`config.mk`:
```
export PLATFORM = sky130hd
export DESIGN_NAME = panel_driver_setup_commands
export DESIGN_NICKNAME = d
export VERILOG_FILES = /design/src/panel_setup_pkg.sv /design/src/panel_driver_setup_commands.sv
export VERILOG_INCLUDE_DIRS = /design/src /design/src/src
export SDC_FILE = /design/constraint.sdc
export NUM_CORES = 1
export LEC_CHECK = 0
export BUFFER_PORTS_ARGS = -buffer_cell sky130_fd_sc_hd__buf_2
export CORE_AREA = 5 5 139 141
export DETAILED_ROUTE_END_ITERATION = 7
export DIE_AREA = 0 0 144 146
export HOLD_SLACK_MARGIN = 0.08
export PLACE_DENSITY = 0.81
export SLEW_MARGIN = 25
export SYNTH_ARGS = -nofsm -noshare
export SYNTH_HDL_FRONTEND = slang
export SYNTH_SLANG_ARGS = --single-unit
```
`constraint.sdc`:
```
create_clock -name mclk -period 4.8 [get_ports mclk]
set_input_delay 1.2 -clock mclk [delete_from_list [all_inputs] [get_ports mclk]]
set_output_delay 1.2 -clock mclk [all_outputs]
set_load 0.01 [all_outputs]
```
`src/panel_setup_cfg.svh`:
```
// constants for the panel driver setup command block
// assumes a 10 MHz core clock; included by bare name
`ifndef PANEL_SETUP_CFG_SVH
`define PANEL_SETUP_CFG_SVH

// command codes, which double as register offsets
`define REG_GATE_OUTPUT_SETUP        8'h01
`define REG_GATE_HIGH_LEVEL          8'h03
`define REG_SOURCE_LEVELS            8'h04
`define CMD_INIT_CODE_PROGRAM        8'h08
`define REG_INITIAL_CODE_SETTING     8'h09
`define CMD_INIT_CODE_LOAD           8'h0a
`define REG_BOOSTER_SOFTSTART        8'h0c
`define REG_SLEEP_CONTROL            8'h10
`define REG_ADDRESS_STEP_SETUP       8'h11
`define CMD_SOFT_RESET               8'h12
`define REG_HIGH_VOLTAGE_READY_CHECK 8'h14
`define REG_SUPPLY_LEVEL_CHECK       8'h15
`define REG_THERMAL_SOURCE_SELECT    8'h18

// reset values
`define RST_GATE_COUNT     9'h127
`define RST_GATE_HIGH      5'h00
`define RST_SRC_POS_A      8'h41
`define RST_SRC_POS_B      8'ha8
`define RST_SRC_NEG        8'h32
`define RST_BOOST_PH1      7'h0b
`define RST_BOOST_PH2      7'h1c
`define RST_BOOST_PH3      7'h16
`define RST_BOOST_DUR      6'h0f
`define RST_SLEEP          2'h0
`define RST_ADDR_STEP      3'h3
`define RST_HV_CHECK       7'h00
`define RST_SUPPLY_LEVEL   3'h4
`define RST_THERMAL        8'h48

// field positions
`define BIT_FIRST_GATE     2
`define BIT_INTERLACE      1
`define BIT_UPDATE_AXIS    2

// timing
`define CLK_KHZ            10000
`define COOL_UNIT_MS       10
`define SOFT_RESET_CYCLES  16'h0010
`define SUPPLY_CHECK_CYCLES 16'h0020

`endif

```
`src/panel_setup_pkg.sv`:
```
// types for the panel driver setup command block
// no dependencies
package panel_setup_pkg;

  typedef enum logic [5:0] {
    ST_IDLE  = 6'b000001,
    ST_SRST  = 6'b000010,
    ST_PROG  = 6'b000100,
    ST_COOL  = 6'b001000,
    ST_CHECK = 6'b010000,
    ST_VCI   = 6'b100000
  } seq_state_e;

  typedef logic [7:0] byte_t;

endpackage

```
`src/panel_driver_setup_commands.sv`:
```
// setup command decoder and parameter registers of the panel driver
// assumes a 4-wire write-only serial host port sampled by mclk,
// analog status inputs from outside the clock domain
`timescale 1ns/1ps
`default_nettype none
`include "panel_setup_cfg.svh"

module panel_driver_setup_commands #(
  parameter int COOL_CYCLES = `COOL_UNIT_MS * `CLK_KHZ
) (
  // clock, reset, enable
  input  wire logic       mclk,
  input  wire logic       resetn,
  input  wire logic       ce,
  // serial host port
  input  wire logic       csn,
  input  wire logic       scl,
  input  wire logic       sda,
  input  wire logic       dc_select,
  output logic            busy,
  // stage enables and analog status
  input  wire logic       clock_stage_on,
  input  wire logic       analog_stage_on,
  input  wire logic       high_drive_voltage_ok,
  input  wire logic       supply_input_level_low,
  input  wire logic       otp_done,
  // operation strobes
  output logic            otp_program_start,
  output logic            init_code_load_start,
  // status results
  output logic            hv_ready_result,
  output logic            supply_low_result,
  // gate setup
  output logic [8:0]      gate_line_count,
  output logic            first_gate_select,
  output logic            interlace_scan_select,
  output logic [4:0]      gate_high_level,
  // source levels
  output logic [7:0]      positive_source_level_a,
  output logic [7:0]      positive_source_level_b,
  output logic [7:0]      negative_source_level,
  // initial code and booster
  output logic [31:0]     initial_code,
  output logic [7:0]      booster_phase1,
  output logic [7:0]      booster_phase2,
  output logic [7:0]      booster_phase3,
  output logic [7:0]      booster_duration,
  // sleep, address stepping, sensing
  output logic [1:0]      sleep_mode,
  output logic [1:0]      address_step_direction,
  output logic            address_update_axis,
  output logic [6:0]      hv_check_setting,
  output logic [2:0]      supply_level_code,
  output logic [7:0]      thermal_source
);

  // pin synchronisers: stage 1 feeds only stage 2
  // idle levels at reset (csn high, scl low) keep a false edge away
  logic [5:0] sync1_q;
  logic [5:0] sync2_q;
  logic       scl_prev_q;

  always_ff @(posedge mclk or negedge resetn) begin
    if (!resetn) begin
      sync1_q    <= 6'h01;
      sync2_q    <= 6'h01;
      scl_prev_q <= 1'b0;
    end else if (ce) begin
      sync1_q    <= {supply_input_level_low, high_drive_voltage_ok, dc_select, sda, scl, csn};
      sync2_q    <= sync1_q;
      scl_prev_q <= sync2_q[1];
    end
  end

  logic csn_s;
  logic scl_s;
  logic sda_s;
  logic dc_s;
  logic hv_ok_s;
  logic vci_low_s;
  assign csn_s     = sync2_q[0];
  assign scl_s     = sync2_q[1];
  assign sda_s     = sync2_q[2];
  assign dc_s      = sync2_q[3];
  assign hv_ok_s   = sync2_q[4];
  assign vci_low_s = sync2_q[5];

  // byte assembly, msb first on rising serial clock
  logic [2:0] bit_cnt_q;
  logic [6:0] shift_q;
  logic       byte_stb;
  logic [7:0] byte_val;
  logic       scl_rise;

  assign scl_rise = scl_s & ~scl_prev_q & ~csn_s;
  assign byte_val = {shift_q, sda_s};
  assign byte_stb = ce & scl_rise & (bit_cnt_q == 3'h7);

  always_ff @(posedge mclk or negedge resetn) begin
    if (!resetn) begin
      bit_cnt_q <= 3'h0;
      shift_q   <= 7'h00;
    end else if (ce) begin
      if (csn_s) begin
        bit_cnt_q <= 3'h0;
      end else if (scl_rise) begin
        bit_cnt_q <= bit_cnt_q + 3'h1;
        shift_q   <= byte_val[6:0];
      end
    end
  end

  // accepted bytes; sleep blocks everything until hardware reset
  panel_setup_pkg::seq_state_e state_q;
  logic accept;
  logic cmd_stb;
  logic par_stb;

  assign accept  = byte_stb & (state_q == panel_setup_pkg::ST_IDLE) & (sleep_mode == 2'h0);
  assign cmd_stb = accept & ~dc_s;
  assign par_stb = accept & dc_s;

  // current command and parameter index
  panel_setup_pkg::byte_t cmd_q;
  logic [2:0] idx_q;

  always_ff @(posedge mclk or negedge resetn) begin
    if (!resetn) begin
      cmd_q <= 8'h00;
      idx_q <= 3'h0;
    end else if (ce) begin
      if (cmd_stb) begin
        cmd_q <= byte_val;
        idx_q <= 3'h0;
      end else if (par_stb && idx_q != 3'h7) begin
        idx_q <= idx_q + 3'h1;
      end
    end
  end

  logic soft_reset_go;
  assign soft_reset_go = cmd_stb & (byte_val == `CMD_SOFT_RESET);

  // first parameter byte of a command; decoded for sleep control and both check starts
  function automatic logic first_par(input logic stb, input panel_setup_pkg::byte_t cur,
                                     input logic [2:0] idx, input panel_setup_pkg::byte_t code);
    first_par = stb & (cur == code) & (idx == 3'h0);
  endfunction

  // power-on address step byte, split into its two fields
  localparam logic [2:0] ADDR_STEP_RST = `RST_ADDR_STEP;

  // sleep setting survives soft reset
  always_ff @(posedge mclk or negedge resetn) begin
    if (!resetn) begin
      sleep_mode <= `RST_SLEEP;
    end else if (ce && first_par(par_stb, cmd_q, idx_q, `REG_SLEEP_CONTROL)) begin
      sleep_mode <= byte_val[1:0];
    end
  end

  // parameter registers; undefined codes are stored as written
  always_ff @(posedge mclk or negedge resetn) begin
    if (!resetn) begin
      gate_line_count         <= `RST_GATE_COUNT;
      first_gate_select       <= 1'b0;
      interlace_scan_select   <= 1'b0;
      gate_high_level         <= `RST_GATE_HIGH;
      positive_source_level_a <= `RST_SRC_POS_A;
      positive_source_level_b <= `RST_SRC_POS_B;
      negative_source_level   <= `RST_SRC_NEG;
      initial_code            <= 32'h0000_0000;
      booster_phase1          <= {1'b1, `RST_BOOST_PH1};
      booster_phase2          <= {1'b1, `RST_BOOST_PH2};
      booster_phase3          <= {1'b1, `RST_BOOST_PH3};
      booster_duration        <= {2'h0, `RST_BOOST_DUR};
      address_step_direction  <= ADDR_STEP_RST[1:0];
      address_update_axis     <= ADDR_STEP_RST[`BIT_UPDATE_AXIS];
      hv_check_setting        <= `RST_HV_CHECK;
      supply_level_code       <= `RST_SUPPLY_LEVEL;
      thermal_source          <= `RST_THERMAL;
    end else if (ce) begin
      if (soft_reset_go) begin
        gate_line_count         <= `RST_GATE_COUNT;
        first_gate_select       <= 1'b0;
        interlace_scan_select   <= 1'b0;
        gate_high_level         <= `RST_GATE_HIGH;
        positive_source_level_a <= `RST_SRC_POS_A;
        positive_source_level_b <= `RST_SRC_POS_B;
        negative_source_level   <= `RST_SRC_NEG;
        initial_code            <= 32'h0000_0000;
        booster_phase1          <= {1'b1, `RST_BOOST_PH1};
        booster_phase2          <= {1'b1, `RST_BOOST_PH2};
        booster_phase3          <= {1'b1, `RST_BOOST_PH3};
        booster_duration        <= {2'h0, `RST_BOOST_DUR};
        address_step_direction  <= ADDR_STEP_RST[1:0];
        address_update_axis     <= ADDR_STEP_RST[`BIT_UPDATE_AXIS];
        hv_check_setting        <= `RST_HV_CHECK;
        supply_level_code       <= `RST_SUPPLY_LEVEL;
        thermal_source          <= `RST_THERMAL;
      end else if (par_stb) begin
        case (cmd_q)
          `REG_GATE_OUTPUT_SETUP: begin
            if (idx_q == 3'h0) gate_line_count[7:0] <= byte_val;
            if (idx_q == 3'h1) gate_line_count[8] <= byte_val[0];
            if (idx_q == 3'h2) begin
              first_gate_select     <= byte_val[`BIT_FIRST_GATE];
              interlace_scan_select <= byte_val[`BIT_INTERLACE];
            end
          end
          `REG_GATE_HIGH_LEVEL: begin
            if (idx_q == 3'h0) gate_high_level <= byte_val[4:0];
          end
          `REG_SOURCE_LEVELS: begin
            // ordering of a over b is the host's duty, not checked here
            if (idx_q == 3'h0) positive_source_level_a <= byte_val;
            if (idx_q == 3'h1) positive_source_level_b <= byte_val;
            if (idx_q == 3'h2) negative_source_level <= byte_val;
          end
          `REG_INITIAL_CODE_SETTING: begin
            if (idx_q < 3'h4) initial_code[8*(3-idx_q) +: 8] <= byte_val;
          end
          `REG_BOOSTER_SOFTSTART: begin
            // bit 7 of each phase byte is fixed high whatever is sent
            if (idx_q == 3'h0) booster_phase1 <= {1'b1, byte_val[6:0]};
            if (idx_q == 3'h1) booster_phase2 <= {1'b1, byte_val[6:0]};
            if (idx_q == 3'h2) booster_phase3 <= {1'b1, byte_val[6:0]};
            if (idx_q == 3'h3) booster_duration <= {2'h0, byte_val[5:0]};
          end
          `REG_ADDRESS_STEP_SETUP: begin
            if (idx_q == 3'h0) begin
              address_step_direction <= byte_val[1:0];
              address_update_axis    <= byte_val[`BIT_UPDATE_AXIS];
            end
          end
          `REG_HIGH_VOLTAGE_READY_CHECK: begin
            if (idx_q == 3'h0) hv_check_setting <= byte_val[6:0];
          end
          `REG_SUPPLY_LEVEL_CHECK: begin
            if (idx_q == 3'h0) supply_level_code <= byte_val[2:0];
          end
          `REG_THERMAL_SOURCE_SELECT: begin
            if (idx_q == 3'h0) thermal_source <= byte_val;
          end
          default: begin
          end
        endcase
      end
    end
  end

  // operation sequencer
  logic stages_on;
  logic hv_go;
  logic vci_go;
  assign stages_on = clock_stage_on & analog_stage_on;
  assign hv_go  = first_par(par_stb, cmd_q, idx_q, `REG_HIGH_VOLTAGE_READY_CHECK) & stages_on;
  assign vci_go = first_par(par_stb, cmd_q, idx_q, `REG_SUPPLY_LEVEL_CHECK) & stages_on;

  logic [19:0] timer_q;
  logic [2:0]  loops_q;
  logic [2:0]  cool_n_q;

  // cool-down length is n+1 units; long enough to need 20 bits
  function automatic logic [19:0] cool_len(input logic [2:0] n);
    cool_len = 20'(COOL_CYCLES * (int'(n) + 1)) - 20'h1;
  endfunction

  always_ff @(posedge mclk or negedge resetn) begin
    if (!resetn) begin
      state_q  <= panel_setup_pkg::ST_IDLE;
      timer_q  <= 20'h0;
      loops_q  <= 3'h0;
      cool_n_q <= 3'h0;
    end else if (ce) begin
      case (state_q)
        panel_setup_pkg::ST_IDLE: begin
          if (soft_reset_go) begin
            state_q <= panel_setup_pkg::ST_SRST;
            timer_q <= 20'(`SOFT_RESET_CYCLES);
          end else if (cmd_stb && byte_val == `CMD_INIT_CODE_PROGRAM && clock_stage_on) begin
            state_q <= panel_setup_pkg::ST_PROG;
          end else if (hv_go) begin
            cool_n_q <= byte_val[6:4];
            loops_q  <= byte_val[2:0];
            timer_q  <= cool_len(byte_val[6:4]);
            // zero loops means one check with no cool-down
            state_q  <= (byte_val[2:0] == 3'h0) ? panel_setup_pkg::ST_CHECK
                                                : panel_setup_pkg::ST_COOL;
          end else if (vci_go) begin
            state_q <= panel_setup_pkg::ST_VCI;
            timer_q <= 20'(`SUPPLY_CHECK_CYCLES);
          end
        end
        panel_setup_pkg::ST_SRST, panel_setup_pkg::ST_VCI: begin
          if (timer_q == 20'h0) state_q <= panel_setup_pkg::ST_IDLE;
          else timer_q <= timer_q - 20'h1;
        end
        panel_setup_pkg::ST_PROG: begin
          if (otp_done) state_q <= panel_setup_pkg::ST_IDLE;
        end
        panel_setup_pkg::ST_COOL: begin
          if (timer_q == 20'h0) state_q <= panel_setup_pkg::ST_CHECK;
          else timer_q <= timer_q - 20'h1;
        end
        panel_setup_pkg::ST_CHECK: begin
          // a ready level ends the loops early
          if (hv_ok_s || loops_q <= 3'h1) begin
            state_q <= panel_setup_pkg::ST_IDLE;
          end else begin
            loops_q <= loops_q - 3'h1;
            timer_q <= cool_len(cool_n_q);
            state_q <= panel_setup_pkg::ST_COOL;
          end
        end
        default: state_q <= panel_setup_pkg::ST_IDLE;
      endcase
    end
  end

  // straight from the state so no extra cycle; ce low holds it as it is
  assign busy = (state_q != panel_setup_pkg::ST_IDLE);

  // operation strobes and posted results
  always_ff @(posedge mclk or negedge resetn) begin
    if (!resetn) begin
      otp_program_start    <= 1'b0;
      init_code_load_start <= 1'b0;
    end else if (ce) begin
      otp_program_start    <= cmd_stb & (byte_val == `CMD_INIT_CODE_PROGRAM) & clock_stage_on;
      init_code_load_start <= cmd_stb & (byte_val == `CMD_INIT_CODE_LOAD);
    end
  end

  always_ff @(posedge mclk or negedge resetn) begin
    if (!resetn) begin
      hv_ready_result   <= 1'b0;
      supply_low_result <= 1'b0;
    end else if (ce) begin
      if (state_q == panel_setup_pkg::ST_CHECK) hv_ready_result <= hv_ok_s;
      if (state_q == panel_setup_pkg::ST_VCI && timer_q == 20'h0) supply_low_result <= vci_low_s;
    end
  end

endmodule
`default_nettype wire

```
# Word-level counts from Yosys, hierarchy flattened
# Index checks and enable logic that the tools add are counted.
# totals
reg_bits	197
input_bits	12
output_inout_bits	132
wordCells	263
# op_classes
addsub	10
mul	2
order_cmp	2
eq_ne	36
n_shift	2
mux	94
n_bitwise	26
reduce_logical	57
# op_table
cell	n
$mux W8	31
$mux W32	4
$mux W20	6
$reduce_and A4 Y1	16
$pmux W20 S3	1
$sub A20 B1 Y20 const B	3
$eq A8 B5 Y1 const B	6
$mux W6	7
$mux W3	12
$reduce_bool A2 Y1	18
$neg A32 Y34	1
$shift A8 B34 Y32 const A	1
$shiftx A8 B34 Y32	1
$bwmux W32	1
$eq A8 B4 Y1 const B	4
$mul A12 B4 Y15 const A	2
$pmux W6 S5	1
$mux W7	4
$mux W9	3
$mux W5	5
$and A1 B1 Y1	21
$logic_not A20 Y1	1
$ne A2 B2 Y1 const B	8
$mux W1	13
other kinds (37)	59

# Logic depth before layout (Yosys ltp)
# depth
word_depth	16
depth_mapped	16
depth_no_buf	15

# Least setup slack after synthesis
# Ideal clock, no wire load.
# synth_path
path_kind	reg-to-reg
startpoint	register cool_n_q[0]
endpoint	register timer_q[19]
setup_time_ns	0.129
t_arrival_ns	4.056
t_required_ns	4.671
path_slack_ns	0.615
stages_incl_launch_ff	15
path_buffers	1
synth_period_minus_slack_ns	4.185
path_cell_list	dfrtp_1 -> clkbuf_1 -> inv_1 -> ha_1 -> ha_1 -> ha_1 -> ha_1 -> and3b_1 -> or3_1 -> o311ai_0 -> nand4b_1 -> nor4_1 -> xnor3_1 -> a221oi_1 -> o21ai_0
# synth_via
elab_chain_len	5
# synth_rtl
item	line	text
start, declared	panel_driver_setup_commands.sv:262	logic [2:0] cool_n_q;
start signal, assigned	panel_driver_setup_commands.sv:284	cool_n_q <= byte_val[6:4];
$add A3 B1 Y4	panel_driver_setup_commands.sv:266	cool_len = 20'(COOL_CYCLES * (int'(n) + 1)) - 20'h1;
$mul A12 B4 Y15	panel_driver_setup_commands.sv:266	
$sub A20 B1 Y20	panel_driver_setup_commands.sv:266	
$mux W20	panel_driver_setup_commands.sv:308	if (hv_ok_s || loops_q <= 3'h1) begin
$pmux W20 S3	panel_driver_setup_commands.sv:276	case (state_q)
end signal, assigned	panel_driver_setup_commands.sv:280	timer_q <= 20'(`SOFT_RESET_CYCLES);
end signal, assigned	panel_driver_setup_commands.sv:286	timer_q <= cool_len(byte_val[6:4]);
end signal, assigned	panel_driver_setup_commands.sv:312	timer_q <= cool_len(cool_n_q);
end, declared	panel_driver_setup_commands.sv:260	logic [19:0] timer_q;
# Every way passes these cells. The select of a mux whose other input is x is not followed.
# A chain may end at the register's enable or synchronous reset.

# Final worst setup path
# layout_path
startpoint	register cool_n_q[0]
endpoint	register timer_q[18]
# The elaborated chain is that of the path after synthesis.

==> results.sh <==
export IMPL_synth_top_area_share_pct=38.7
export IMPL_grt_usage_pct=26.5
export IMPL_cts_buffer_depth=2
export IMPL_synth_ff_type="dfrtp_1"
export IMPL_worstPathRequired_ps=5110
export IMPL_vdd_drop_max_uv=338
export IMPL_synth_area_leaders="dfrtp_1, dfstp_2, ha_1, o21ai_0, nand2_1"
export IMPL_wire_per_inst_um=19.3
export IMPL_p_leak_nw=5.82
export IMPL_fmaxAchievable_ghz=0.223
export IMPL_rows=49
export IMPL_worstHoldPathCells=2
export IMPL_crit_buf_inv=2
export IMPL_dp_cells=1397
export IMPL_crit_arrival_ps=4800
export IMPL_ant_nets=0
export IMPL_syn_inst=1062
export IMPL_antenna_found_initial=0
export IMPL_max_slew_worst_pin_slew_ps=918
export IMPL_grt_overflow=0
export IMPL_finalSetupViolations=0
export IMPL_synth_seq_area_share_pct=47.4
export IMPL_fin_area_mm2=0.0118
export IMPL_drc=0
export IMPL_slowest_delay_ps=580
export IMPL_finalCritPeriodShare_pct=93.5
export IMPL_ctsHoldBuffers=0
export IMPL_cp_cell_sequence="inv_1 -> ha_1 -> ha_1 -> xnor2_1 -> xnor2_1 -> inv_1 -> ha_1 -> or4_1 -> or2_2 -> nand3b_1 -> a2111o_1 -> xnor2_1 -> a32oi_1 -> o221ai_1"
export IMPL_vias_per_cell=6.02
export IMPL_dpl_cell_area_mm2=0.0111
export IMPL_rrSetupSlack_ps=310
export IMPL_status="finished, final reports clean"
export IMPL_rsz0062_at_grt="no"
export IMPL_r2r_start="cool_n_q[0]"
export IMPL_start_util_pct=57.3
export IMPL_dieHeight_um=146
export IMPL_antennaDiodeCount=0
export IMPL_grt_max_degree=117
export IMPL_path_class="reg2reg"
export IMPL_utilization_pct=66.0
export IMPL_max_slew_margin_rel_pct=38.6
export IMPL_hold_viol=0
export IMPL_clk_pin_slew_ps=80
export IMPL_synthesis_area_mm2=0.0102
export IMPL_cts_setup_buffers=0
export IMPL_htree_levels=4
export IMPL_die_w_um=144
export IMPL_io_buffers=138
export IMPL_skew_ps=18.5
export IMPL_synth_top_area_cell="dfrtp_1"
export IMPL_fp_dieArea_mm2=0.0210
export IMPL_r2r_end="timer_q[18]"
export IMPL_cp_startpoint="cool_n_q[0]"
export IMPL_post_synth_cell_area_avg_um2=9.63
export IMPL_worst_path_stages=14
export IMPL_end_kind="flop"
export IMPL_synth_edf_count=0
export IMPL_drtIter0Drc=880
export IMPL_syn2layout_area_growth_pct=15.1
export IMPL_grt_pass1_wl_mm=44.5
export IMPL_finalCriticalPeriod_ps=4490
export IMPL_powerDensity_mw_per_mm2=442
export IMPL_async_flop_share_pct=100
export IMPL_synth_cell_type_count=72
export IMPL_nNetsFinal=1252
export IMPL_fin_setup_tns_ps=0
export IMPL_finalMaxSlewViolations=0
export IMPL_startpoint_type="flop"
export IMPL_cts_buffers=17
export IMPL_drv_cap=0
export IMPL_clockRootBuffer="clkbuf_16"
export IMPL_final_layout_size_suffix_gt1_share_pct=23.2
export IMPL_instances_no_fill=1430
export IMPL_hp_start="positive_source_level_a[3]"
export IMPL_ys_seq_elements=192
export IMPL_dr_pass1_iters=5
export IMPL_r2r_cells=14
export IMPL_crit_family="simple AND/OR/NAND/NOR gates"
export IMPL_vias=8611
export IMPL_io_pin_count=144
export IMPL_post_cts_resize_count=0
export IMPL_routabilityCongestion=0.951
export IMPL_ys_warn_count=0
export IMPL_endpoint="timer_q[18]"
export IMPL_cts_tree="built"
export IMPL_worstSkewPairLatency_ps=440
export IMPL_hold_class="reg2reg"
export IMPL_critPathSlowestCell="dfrtp_1"
export IMPL_grt_pass1_vias=8427
export IMPL_cp_max_fo=11
export IMPL_clkSinkCount=192
export IMPL_coreArea_mm2=0.0178
export IMPL_wirelength_mm=27.6
export IMPL_dpl_hpwl_mm=19.1
## cell type report
type / count / area, um^2
Multi-Input combinational cell: 778 / 4980
Tap cell: 229 / 287
Timing Repair Buffer: 157 / 875
Sequential cell: 192 / 4850
Clock inverter: 15 / 193
Inverter: 42 / 158
Fill cell: 1364 / 6070
Clock buffer: 17 / 425
## per-stage QoR
stage	hold WS, ps	power, mW	worst slack (ps)
3_5_place_dp	465	3.66	400
5_1_grt	490	5.48	21.3
2_1_floorplan	449	3.18	615
3_3_place_gp	456	3.63	495
6_report	477	5.20	313
4_1_cts	482	5.17	378
## flip-flops by register name (all words and copies together) (netlist names), 6 cells and up
name                     cells
state_q                      6
sync2_q                      6
hv_check_setting             7
initial_code                32
gate_line_count              9
booster_phase1               7
shift_q                      7
booster_phase2               7
thermal_source               8
booster_phase3               7
sync1_q                      6
negative_source_level        8
positive_source_level_b      8
timer_q                     20
positive_source_level_a      8
booster_duration             6
cmd_q                        8
## layout by cell type, fill, tap and decap left out, drive strengths merged, types with 6 or more instances in the layout
cell type and n:
o31ai 7, inv 51, o22ai 8, xnor2 19, a31oi 8, nor2 80
nand2b 9, ha 52, xor2 20, dfrtp 158, nand3 29, clkbuf 18
buf 156, nor3 28, mux2 40, mux2i 17, dfstp 34, or3 15
a21oi 44, a221oi 8, nand4 8, o21ai 139, or4 9, nor3b 6
nor2b 6, nor4 11, nand2 128, and2 9
## worst reg2reg max path, stage by stage (launching register included)
cell and delay (ps):
dfrtp_1 580, inv_1 230, ha_1 410, ha_1 250, xnor2_1 140, xnor2_1 250, inv_1 150, ha_1 340
or4_1 540, or2_2 330, nand3b_1 210, a2111o_1 450, xnor2_1 140, a32oi_1 190, o221ai_1 150
## worst min path at each step
stage | to | slack, ps
4_1_cts | hv_check_setting[0] | 480
2_1_floorplan | sync2_q[2] | 450
3_5_place_dp | negative_source_level[2] | 470
5_1_grt | positive_source_level_b[7] | 490
3_3_place_gp | gate_high_level[1] | 460
6_report | positive_source_level_a[3] | 480
## power by group
part | switching [mW] | leakage [nW] | internal (mW)
Combinational | 1.15 | 3.03 | 0.631
Sequential | 0.184 | 2.49 | 1.73
Clock | 0.703 | 0.305 | 0.798
Total | 2.03 | 5.82 | 3.16
## kinds of logic (layout without fill, tap and decap cells)
kind of cell	count (synthesis)	in the layout	synth area share, %
flops	192	192	47.4
other cells	2	5	0.0734
fa+ha+maj	52	52	6.36
xor+xnor	40	40	3.56
buf+inv	95	231	4.10
compound gates	261	261	15.1
mux	57	57	6.07
simple gates	363	363	17.3
## Yosys cell counts, drive strengths merged, types with 20 or more instances
cell type and number:
inv 42, xor2 20, dfstp 34, ha 52, o21ai 139, mux2 40, nand2 128, a21oi 44
clkbuf 34, nor2 80, nand3 29, dfrtp 158, nor3 28
## per-layer routing
layer  up-vias  track usage, %  routed length (um)
met5         -               0                   0
met4         0            9.79                 800
met3        71            5.16                2030
met2       330            42.6               13400
met1      4194            35.7               11300
li1       4016               -                   -
Note: power is estimated with default switching activity, not from simulation.
